`src/hw/ptm_pkg.sv`:
```
// Purpose: Shared constants and types for the periodic timer block.
// Assumes: APB slave with 32-bit data, one aligned word per register.
// Notes:   Offsets are byte addresses.
package ptm_pkg;

	// Register byte offsets.
	localparam logic [7:0] PTM_OFF_CTRL   = 8'h00;
	localparam logic [7:0] PTM_OFF_CMPA   = 8'h04;
	localparam logic [7:0] PTM_OFF_CMPP   = 8'h08;
	localparam logic [7:0] PTM_OFF_COUNT  = 8'h0C;
	localparam logic [7:0] PTM_OFF_STATUS = 8'h10;

	// Control register field positions.
	localparam int PTM_POS_CCLR  = 0;
	localparam int PTM_POS_CAPTS = 1;
	localparam int PTM_POS_POL   = 2;
	localparam int PTM_POS_OC    = 3;
	localparam int PTM_POS_IO    = 4;
	localparam int PTM_POS_MODE  = 6;
	localparam int PTM_POS_RUN   = 8;
	localparam int PTM_POS_CSRC  = 9;

	// Status register field positions.
	localparam int PTM_POS_FLAGA = 0;
	localparam int PTM_POS_FLAGP = 1;

	// Reset values.
	localparam logic [9:0]  PTM_CTRL_RST = 10'h000;
	localparam logic [15:0] PTM_CMP_RST  = 16'h0000;

	// Operating mode encodings.
	localparam logic [1:0] PTM_MODE_CMP = 2'b00;
	localparam logic [1:0] PTM_MODE_CAP = 2'b01;
	localparam logic [1:0] PTM_MODE_PWM = 2'b10;
	localparam logic [1:0] PTM_MODE_TMR = 2'b11;

	// Pin function encodings for the pulse-width family.
	localparam logic [1:0] PTM_IO_INACT  = 2'b00;
	localparam logic [1:0] PTM_IO_ACT    = 2'b01;
	localparam logic [1:0] PTM_IO_PWM    = 2'b10;
	localparam logic [1:0] PTM_IO_SINGLE = 2'b11;

	// Capture edge encodings.
	localparam logic [1:0] PTM_CAP_RISE = 2'b00;
	localparam logic [1:0] PTM_CAP_FALL = 2'b01;
	localparam logic [1:0] PTM_CAP_BOTH = 2'b10;

	// Decoded control fields travel together.
	typedef struct packed {
		logic       clockSource;
		logic       counterRun;
		logic [1:0] modeSelect;
		logic [1:0] pinFunction;
		logic       outputLevelControl;
		logic       outputInvert;
		logic       captureSourceSelect;
		logic       clearSourceSelect;
	} ptm_ctrl_t;

endpackage : ptm_pkg

```
`src/hw/ptm_periodic_timer.sv`:
```
// Purpose: Periodic timer with compare, timer, PWM, single pulse, capture.
// Assumes: Pins synchronous to core_clk; APB register access.
// Notes:   Counter advances on tick while clkEn is high; clockSource is unused.
//
// Functional notes
// - Mode 11 acts as compare, pin unused.
// - Clear on A when selected, else P/overflow.
// - PWM mode on mode 10, pin 10.
// - PWM: P match clears, A sets duty.
// - 16-bit: period 65536 when P zero.
// - 10-bit: period 1024 when P zero.
// - Duty at or above period gives 100%.
// - PWM sets separate A and P flags.
// - Level, force, invert shape the PWM pin.
// - Counting continues while output is forced.
// - Single pulse is mode 10, pin 11.
// - Run rising starts counter, pulse leads.
// - A match clears run, ends pulse, flags.
// - Single pulse zeroes counter on run rise.
// - Capture mode 01, source pin selectable.
// - Capture edge decode rise/fall/both/off.
// - Capture off still lets counter run.
// - Active edge latches count into A.
// - Capture: P match resets, flags P.
// - Capture: P zero free-runs to maximum.
`timescale 1ns/1ps
module ptm_periodic_timer
	import ptm_pkg::*;
#(
	parameter int WIDTH = 16
)
(
	input  wire logic        core_clk,
	input  wire logic        resetn,
	input  wire logic        clkEn,
	input  wire logic        countTick,
	input  wire logic        psel,
	input  wire logic        penable,
	input  wire logic        pwrite,
	input  wire logic [7:0]  paddr,
	input  wire logic [31:0] pwdata,
	output logic      [31:0] prdata,
	output logic             pready,
	output logic             pslverr,
	input  wire logic        timerPin0,
	input  wire logic        timerPin1,
	input  wire logic        extClockPin,
	output logic             timerOut,
	output logic             timerOutEn,
	output logic             matchAFlag,
	output logic             matchPFlag
);

	// Only the two documented widths are served; others stop elaboration.
	if (WIDTH != 10 && WIDTH != 16)
	begin : g_bad_width
		$error("WIDTH must be 10 or 16");
	end

	ptm_ctrl_t          ctrl_reg;     // Control fields.
	logic [WIDTH-1:0]   cmpA_reg;     // Compare A or captured count.
	logic [WIDTH-1:0]   cmpP_reg;     // Compare P, zero means full range.
	logic [WIDTH-1:0]   count_reg;    // Up counter.
	logic               runPrev_reg;  // Run bit one cycle earlier.
	logic               capPrev_reg;  // Capture input one cycle earlier.
	logic               extPrev_reg;  // Trigger pin one cycle earlier.
	logic               pulse_reg;    // Raw active-state of the waveform.
	logic               pin_reg;      // Registered pin level before inversion.

	logic               apbWrite;     // Write access phase.
	logic               apbRead;      // Read access phase.
	logic               runRise;      // Run bit went high.
	logic               matchA;       // Comparator A hit on a tick.
	logic               matchP;       // Comparator P hit on a tick.
	logic               atTop;        // Counter at all ones.
	logic               capIn;        // Selected capture input.
	logic               capEdge;      // Qualified capture edge.
	logic               isPwm;        // PWM output mode.
	logic               isSingle;     // Single pulse mode.
	logic               isCap;        // Capture mode.
	logic               extRise;      // Trigger pin rising.
	logic               clearCnt;     // Counter wraps to zero.
	logic               pin_next;     // Pin level before inversion.

	// Each access completes in one access cycle.
	assign apbWrite = psel && penable && pwrite;
	assign apbRead  = psel && penable && !pwrite;

	assign isCap    = ctrl_reg.modeSelect == PTM_MODE_CAP;
	assign isPwm    = ctrl_reg.modeSelect == PTM_MODE_PWM
		&& ctrl_reg.pinFunction != PTM_IO_SINGLE;
	assign isSingle = ctrl_reg.modeSelect == PTM_MODE_PWM
		&& ctrl_reg.pinFunction == PTM_IO_SINGLE;

	assign runRise = ctrl_reg.counterRun && !runPrev_reg;
	assign atTop   = &count_reg;
	assign extRise = extClockPin && !extPrev_reg;

	// Matches only count when the counter actually advances.
	assign matchA = ctrl_reg.counterRun && countTick
		&& count_reg + 1'b1 == cmpA_reg;
	// A zero P value matches on overflow, giving the full range.
	assign matchP = ctrl_reg.counterRun && countTick
		&& (cmpP_reg == '0 ? atTop : count_reg + 1'b1 == cmpP_reg);

	// Capture source: pin 0 ORed with pin 1, or the trigger pin when selected.
	assign capIn = ctrl_reg.captureSourceSelect ? extClockPin
		: (timerPin0 | timerPin1);

	// Edge decode; code 11 captures nothing.
	always_comb
	begin
		unique case (ctrl_reg.pinFunction)
			PTM_CAP_RISE: capEdge = capIn && !capPrev_reg;
			PTM_CAP_FALL: capEdge = !capIn && capPrev_reg;
			PTM_CAP_BOTH: capEdge = capIn != capPrev_reg;
			default:      capEdge = 1'b0;
		endcase
	end

	// Clear choice per mode; single pulse never wraps on compare.
	always_comb
	begin
		if (isSingle)
			clearCnt = 1'b0;
		else if (isPwm || isCap)
			clearCnt = matchP;
		else if (ctrl_reg.clearSourceSelect)
			clearCnt = matchA;
		else
			clearCnt = matchP;
	end

	// Edge history for run, capture and trigger inputs.
	always_ff @(posedge core_clk or negedge resetn)
	begin
		if (!resetn)
		begin
			runPrev_reg <= 1'b0;
			capPrev_reg <= 1'b0;
			extPrev_reg <= 1'b0;
		end
		else if (clkEn)
		begin
			runPrev_reg <= ctrl_reg.counterRun;
			capPrev_reg <= capIn;
			extPrev_reg <= extClockPin;
		end
	end

	// Control register; hardware run changes beat a software write.
	always_ff @(posedge core_clk or negedge resetn)
	begin
		if (!resetn)
			ctrl_reg <= ptm_ctrl_t'(PTM_CTRL_RST);
		else if (clkEn)
		begin
			if (apbWrite && paddr == PTM_OFF_CTRL)
				ctrl_reg <= ptm_ctrl_t'(pwdata[9:0]);
			if (isSingle && matchA)
				ctrl_reg.counterRun <= 1'b0;
			else if (isSingle && extRise && !ctrl_reg.counterRun)
				ctrl_reg.counterRun <= 1'b1;
		end
	end

	// Compare registers; a capture overrides a software write to A.
	always_ff @(posedge core_clk or negedge resetn)
	begin
		if (!resetn)
		begin
			cmpA_reg <= WIDTH'(PTM_CMP_RST);
			cmpP_reg <= WIDTH'(PTM_CMP_RST);
		end
		else if (clkEn)
		begin
			if (apbWrite && paddr == PTM_OFF_CMPP)
				cmpP_reg <= pwdata[WIDTH-1:0];
			if (isCap && ctrl_reg.counterRun && capEdge)
				cmpA_reg <= count_reg;
			else if (apbWrite && paddr == PTM_OFF_CMPA)
				cmpA_reg <= pwdata[WIDTH-1:0];
		end
	end

	// Counter: zero on run rise, hold when stopped, wrap on clear.
	always_ff @(posedge core_clk or negedge resetn)
	begin
		if (!resetn)
			count_reg <= '0;
		else if (clkEn)
		begin
			if (runRise)
				count_reg <= '0;
			else if (ctrl_reg.counterRun && countTick)
			begin
				if (clearCnt)
					count_reg <= '0;
				else
					count_reg <= count_reg + 1'b1;
			end
		end
	end

	// Sticky flags; a new match wins over a clear written the same cycle.
	always_ff @(posedge core_clk or negedge resetn)
	begin
		if (!resetn)
		begin
			matchAFlag <= 1'b0;
			matchPFlag <= 1'b0;
		end
		else if (clkEn)
		begin
			// Compare A with A-clear suppresses the P flag.
			if (matchA && !isCap)
				matchAFlag <= 1'b1;
			else if (isCap && ctrl_reg.counterRun && capEdge)
				matchAFlag <= 1'b1;
			else if (apbWrite && paddr == PTM_OFF_STATUS
				&& pwdata[PTM_POS_FLAGA])
				matchAFlag <= 1'b0;
			if (matchP && (isPwm || isCap || isSingle
				|| !ctrl_reg.clearSourceSelect) && !isSingle)
				matchPFlag <= 1'b1;
			else if (apbWrite && paddr == PTM_OFF_STATUS
				&& pwdata[PTM_POS_FLAGP])
				matchPFlag <= 1'b0;
		end
	end

	// Raw waveform: active from zero until the duty count.
	always_ff @(posedge core_clk or negedge resetn)
	begin
		if (!resetn)
			pulse_reg <= 1'b0;
		else if (clkEn)
		begin
			if (isSingle)
				pulse_reg <= ctrl_reg.counterRun;
			else if (runRise || clearCnt)
				pulse_reg <= cmpA_reg != '0;
			else if (matchA && !(cmpP_reg != '0 && cmpA_reg >= cmpP_reg))
				pulse_reg <= 1'b0;
		end
	end

	// Level chosen by the pin function: forced or following the waveform.
	always_comb
	begin
		unique case (ctrl_reg.pinFunction)
			PTM_IO_INACT: pin_next = !ctrl_reg.outputLevelControl;
			PTM_IO_ACT:   pin_next = ctrl_reg.outputLevelControl;
			default:
				pin_next = pulse_reg ? ctrl_reg.outputLevelControl
					: !ctrl_reg.outputLevelControl;
		endcase
	end

	// Pin stage: force, active level, then inversion.
	// The inversion is registered too, so the pad never sees a glitch;
	// the cost is one cycle of lag after the invert bit is written.
	always_ff @(posedge core_clk or negedge resetn)
	begin
		if (!resetn)
		begin
			pin_reg    <= 1'b0;
			timerOutEn <= 1'b0;
			timerOut   <= 1'b0;
		end
		else if (clkEn)
		begin
			// Timer mode and capture leave the pad to others.
			timerOutEn <= isPwm || isSingle;
			pin_reg    <= pin_next;
			timerOut   <= pin_next ^ ctrl_reg.outputInvert;
		end
	end

	// APB answers in the first access cycle; unmapped reads give zero.
	always_ff @(posedge core_clk or negedge resetn)
	begin
		if (!resetn)
			prdata <= 32'h0000_0000;
		else if (clkEn && psel && !penable && !pwrite)
		begin
			unique case (paddr)
				PTM_OFF_CTRL:   prdata <= 32'(ctrl_reg);
				PTM_OFF_CMPA:   prdata <= 32'(cmpA_reg);
				PTM_OFF_CMPP:   prdata <= 32'(cmpP_reg);
				PTM_OFF_COUNT:  prdata <= 32'(count_reg);
				PTM_OFF_STATUS: prdata <= {30'h0, matchPFlag, matchAFlag};
				default:        prdata <= 32'h0000_0000;
			endcase
		end
	end

	assign pready  = 1'b1;
	assign pslverr = 1'b0;

	// Single pulse: A match drops the run bit on the next edge.
	a_single_stop: assert property (@(posedge core_clk) disable iff (!resetn)
		clkEn && isSingle && matchA |=> !ctrl_reg.counterRun)
		else $error("single pulse did not stop on A match");

	// Run rise always zeroes the counter.
	a_run_zero: assert property (@(posedge core_clk) disable iff (!resetn)
		clkEn && runRise |=> count_reg == '0)
		else $error("counter not zeroed on run rise");

	// Capture latches the count.
	a_capture_latch: assert property (@(posedge core_clk) disable iff (!resetn)
		clkEn && isCap && ctrl_reg.counterRun && capEdge
		|=> cmpA_reg == $past(count_reg) && matchAFlag)
		else $error("capture did not latch count");

	// PWM P match wraps the counter.
	a_pwm_wrap: assert property (@(posedge core_clk) disable iff (!resetn)
		clkEn && isPwm && matchP && !runRise |=> count_reg == '0)
		else $error("PWM period clear missing");

	// PWM flags the P comparator match.
	a_pwm_flags: assert property (@(posedge core_clk) disable iff (!resetn)
		clkEn && isPwm && matchP |=> matchPFlag)
		else $error("PWM P flag missing");

	// Disabled capture never latches.
	a_cap_off: assert property (@(posedge core_clk) disable iff (!resetn)
		isCap && ctrl_reg.pinFunction == 2'b11 && !apbWrite
		|=> $stable(cmpA_reg))
		else $error("capture occurred while disabled");

	// Pin not driven in timer mode.
	a_tmr_nopin: assert property (@(posedge core_clk) disable iff (!resetn)
		clkEn && ctrl_reg.modeSelect == PTM_MODE_TMR |=> !timerOutEn)
		else $error("pin driven in timer mode");

	// Forced active level in PWM mode.
	a_force_act: assert property (@(posedge core_clk) disable iff (!resetn)
		clkEn && isPwm && ctrl_reg.pinFunction == PTM_IO_ACT && !apbWrite
		|=> pin_reg == ctrl_reg.outputLevelControl)
		else $error("forced level wrong");

endmodule : ptm_periodic_timer

```
`config.mk`:
```
export PLATFORM = sky130hd
export DESIGN_NAME = ptm_periodic_timer
export DESIGN_NICKNAME = d
export VERILOG_FILES = /design/src/hw/ptm_pkg.sv /design/src/hw/ptm_periodic_timer.sv
export SDC_FILE = /design/constraint.sdc
export NUM_CORES = 1
export LEC_CHECK = 0
export BUFFER_PORTS_ARGS = -buffer_cell sky130_fd_sc_hd__buf_2
export CAP_MARGIN = 20
export CORE_ASPECT_RATIO = 0.5
export CORE_MARGIN = 2
export CORE_UTILIZATION = 37
export DETAILED_ROUTE_END_ITERATION = 10
export HOLD_SLACK_MARGIN = 0.15
export PLACE_DENSITY = 0.67
export SETUP_SLACK_MARGIN = 0.3
export SYNTH_ARGS = -nofsm -noshare
export SYNTH_HDL_FRONTEND = slang
export SYNTH_SLANG_ARGS = --single-unit
export TNS_END_PERCENT = 5
```
`constraint.sdc`:
```
create_clock -name core_clk -period 2.7 [get_ports core_clk]
set_input_delay 0.27 -clock core_clk [delete_from_list [all_inputs] [get_ports core_clk]]
set_output_delay 0.27 -clock core_clk [all_outputs]
set_load 0.01 [all_outputs]
```
==> results.py <==
metrics = {
    "layout": {
        "finalNetCount": 902,
        "post-route-util": 0.4938,
        "n_antenna_cell": 0,
        "drive_above_1_share": 0.3301,
        "final_cell_mix": "buf_4, nand2_1, dfrtp_1",
        "final_common_cell": "buf_4",
        "num-fill-cells": 1501,
        "areaGrowthSynthToFinish_pct": 31.66,
        "finalNonFillerCells": 1063,
    },
    "die": {
        "fp.dieW_um": 185.4,
        "io_pins": 88,
        "die_h_um": 94.69,
        "die_area_um2": 17550,
        "start_util": 0.3750,
        "core_um2": 16230,
        "rows": 33,
    },
    "run_status": {
        "violations": "setup timing",
        "status": "finished with violations",
    },
    "synth": {
        "synth_edf_count": 0,
        "synth-async-reset-ratio": 1.000,
        "synth_area_um2": 6086,
        "synth_warnings": 0,
        "yosysSeqAreaShare": 0.3372,
        "ys_ff_latch": 82,
        "avgSynthCellArea_um2": 8.807,
        "yosys_most_used_dff": "dfrtp_1",
        "syn-instance-count": 691,
        "ys_types": 67,
    },
    "grt": {
        "track_usage": 0.2309,
        "grt_max_degree": 83,
        "use_met3": 0.04358,
        "overflow": 0,
        "grt.busiest_layer": "met2",
        "grtUsageMet2": 0.3461,
        "antenna_found_initial": 0,
        "first_global_vias": 5350,
        "use_met1": 0.3368,
        "grt_pass1_wl_um": 30630,
    },
    "timing": {
        "fmax_mhz": 342.6,
        "maxSlewViolCount": 0,
        "finalCritPeriodShare": 1.081,
        "slew_headroom": 0.4028,
        "whs_ns": 0.1760,
        "min_period_ns": 2.919,
        "hold_violations": 0,
        "setup_viol": 17,
        "finalClockSkew_ns": 0.006804,
        "tns_ns": -3.240,
        "tightest_slew_ns": 0.8936,
        "setup_slack_ns": -0.2192,
        "rsz0062_at_grt": "true",
    },
    "setup_path": {
        "r2r_slack_ns": -0.22,
        "reg2reg_depth": 12,
        "crit_required_ns": 2.93,
        "r2r-end": "count_reg[6]$_DFFE_PN0P_",
        "r2r_start": "count_reg[1]$_DFFE_PN0P_",
        "path_max_fanout": 6,
        "crit_type": "reg2reg",
        "cp-start-kind": "flop",
        "worstPathArrival_ns": 3.15,
        "crit_end": "count_reg[6]$_DFFE_PN0P_",
        "cp-startpoint": "count_reg[1]$_DFFE_PN0P_",
        "worst_setup_path_end_kind": "flop",
    },
    "clocking": {
        "clockBufferDepth": 2,
        "htreeDepth": 3,
        "clock-sinks": 82,
        "cts_tree": "done",
        "path_clk_slew_ns": 0.07,
        "cts_made_buffers": 9,
        "ctsRootBufferMaster": "clkbuf_16",
        "worstSkewPairLatency_ns": 0.35,
    },
    "detailed_routing": {
        "wirelength_um": 20720,
        "num_vias": 6022,
        "drtIter0Drc": 605,
        "wl_per_cell_um": 19.49,
        "dr.pass1.iters": 5,
        "drc_errors": 0,
        "via_per_inst": 5.665,
        "ant_nets": 0,
    },
    "place": {
        "globalplace.congestion": 0.9914,
        "dp_cells": 1023,
        "port-buffer-count": 53,
        "place_ws_ns": -0.3164,
        "dp_hpwl_um": 15210,
    },
    "hold_path": {
        "min_path_type": "in2reg",
    },
    "power": {
        "power_density_nw_per_um2": 571.9,
        "p_int_mw": 2.974,
        "p_sw_frac": 0.3510,
        "power_frac_seq": 0.316,
        "ir_worst_vdd_mv": 0.3094,
        "p_sw_mw": 1.608,
        "combPwrFrac": 0.375,
        "p_leak_nw": 3.478,
        "pwr-share-clk": 0.309,
    },
    "flow_run": {
        "drv_cap": 0,
    },
}
[kinds of logic (layout without fill, tap and decap cells)]
group                    count (synthesis)  after routing  share of synthesized area
AND/OR/NAND/NOR                        222            223                     0.1924
multiplexers                            50             50                    0.08799
flip-flops                              82             82                     0.3372
AO/OA/AOI/OAI                          180            180                     0.1986
buffers and inverters                  101            229                    0.07833
XOR/XNOR                                33             33                    0.06106
adder cells (fa/ha/maj)                 21             21                    0.04317
other                                    2             18                   0.001234
[power groups by stage]
stage          clock network, mW  logic, mW  registers [mW]
2_1_floorplan                  0      0.817            1.42
3_3_place_gp                   0       1.32            1.46
3_5_place_dp                   0       1.34            1.46
4_1_cts                     1.42       1.48            1.45
5_1_grt                     1.47       1.81            1.45
6_report                    1.42       1.72            1.45
[worst min path at each step]
stage          startpoint                   endpoint  depth (start not counted)
4_1_cts        pwdata[14]   cmpP_reg[14]$_DFFE_PN0P_                          2
3_3_place_gp       resetn  count_reg[14]$_DFFE_PN0P_                          2
6_report       pwdata[12]   cmpP_reg[12]$_DFFE_PN0P_                          2
3_5_place_dp       resetn  count_reg[14]$_DFFE_PN0P_                          2
2_1_floorplan      resetn    capPrev_reg$_DFFE_PN0P_                          0
5_1_grt        pwdata[15]   cmpP_reg[15]$_DFFE_PN0P_                          2
[layer usage]
| layer | vias to the layer above | part of all wire | routed length (um) |
|---|---|---|---|
| met5 | - | 0 | 0 |
| met4 | 0 | 0.020 | 405 |
| met3 | 31 | 0.087 | 1799 |
| met2 | 282 | 0.43 | 8855 |
| met1 | 2942 | 0.47 | 9657 |
| li1 | 2767 | - | - |
[cells in the mapped netlist (all sizes together), types with 6 or more instances]
master | instances | area share
a21o | 7 | 0.0086
a22o | 14 | 0.020
nor3 | 11 | 0.0090
o211ai | 7 | 0.0086
ha | 21 | 0.043
xor2 | 7 | 0.010
inv | 36 | 0.022
mux2 | 28 | 0.052
xnor3 | 6 | 0.022
a221oi | 11 | 0.016
o21ai | 63 | 0.052
a21oi | 16 | 0.013
xnor2 | 20 | 0.029
nand2b | 8 | 0.0082
clkbuf | 28 | 0.017
dfrtp | 82 | 0.34
o22ai | 14 | 0.014
buf | 37 | 0.039
nand3 | 17 | 0.016
a31oi | 14 | 0.014
nor4 | 19 | 0.028
nor2b | 6 | 0.0062
nor2 | 32 | 0.020
nand4 | 13 | 0.018
mux2i | 22 | 0.036
nand2 | 92 | 0.057
[through the flow]
stage / total power [mW] / area (um^2)
2_1_floorplan: 2.237 / 6211
3_3_place_gp: 2.771 / 7193
3_5_place_dp: 2.805 / 7193
4_1_cts: 4.355 / 7666
5_1_grt: 4.741 / 8013
6_report: 4.582 / 8013
[worst max-delay path, stage by stage, from the launching register on]
cell and delay [ns]:
dfrtp_1 0.43, ha_4 0.19, nand3_4 0.09, buf_12 0.15
nor4_4 0.16, xnor3_1 0.28, a211oi_2 0.30, nand4_1 0.16
o32a_1 0.46, buf_6 0.17, clkbuf_16 0.16, a31oi_1 0.16
o22ai_1 0.09
[what timing repair did]
| action | in CTS | in global routing |
|---|---|---|
| hold buffers | 1 | 0 |
| gates resized for setup | 17 | 35 |
| hold endpoints to repair | 82 | 0 |
| cloned | 1 | 1 |
| setup endpoints to repair | 20 | 34 |
| pin swaps | 17 | 36 |
| setup buffers | 5 | 16 |
[layout make-up]
class / count / area [um^2] / share of cell area
clock inverter: 6 / 96.34 / 0.01202
inverter: 36 / 135.1 / 0.01686
multi-input combinational: 525 / 3892 / 0.4858
timing repair buffer: 177 / 1311 / 0.1636
tap: 227 / 284.0 / 0.03545
sequential: 82 / 2054 / 0.2564
clock buffer: 10 / 239.0 / 0.02983
(Power assumes the default switching activity.)
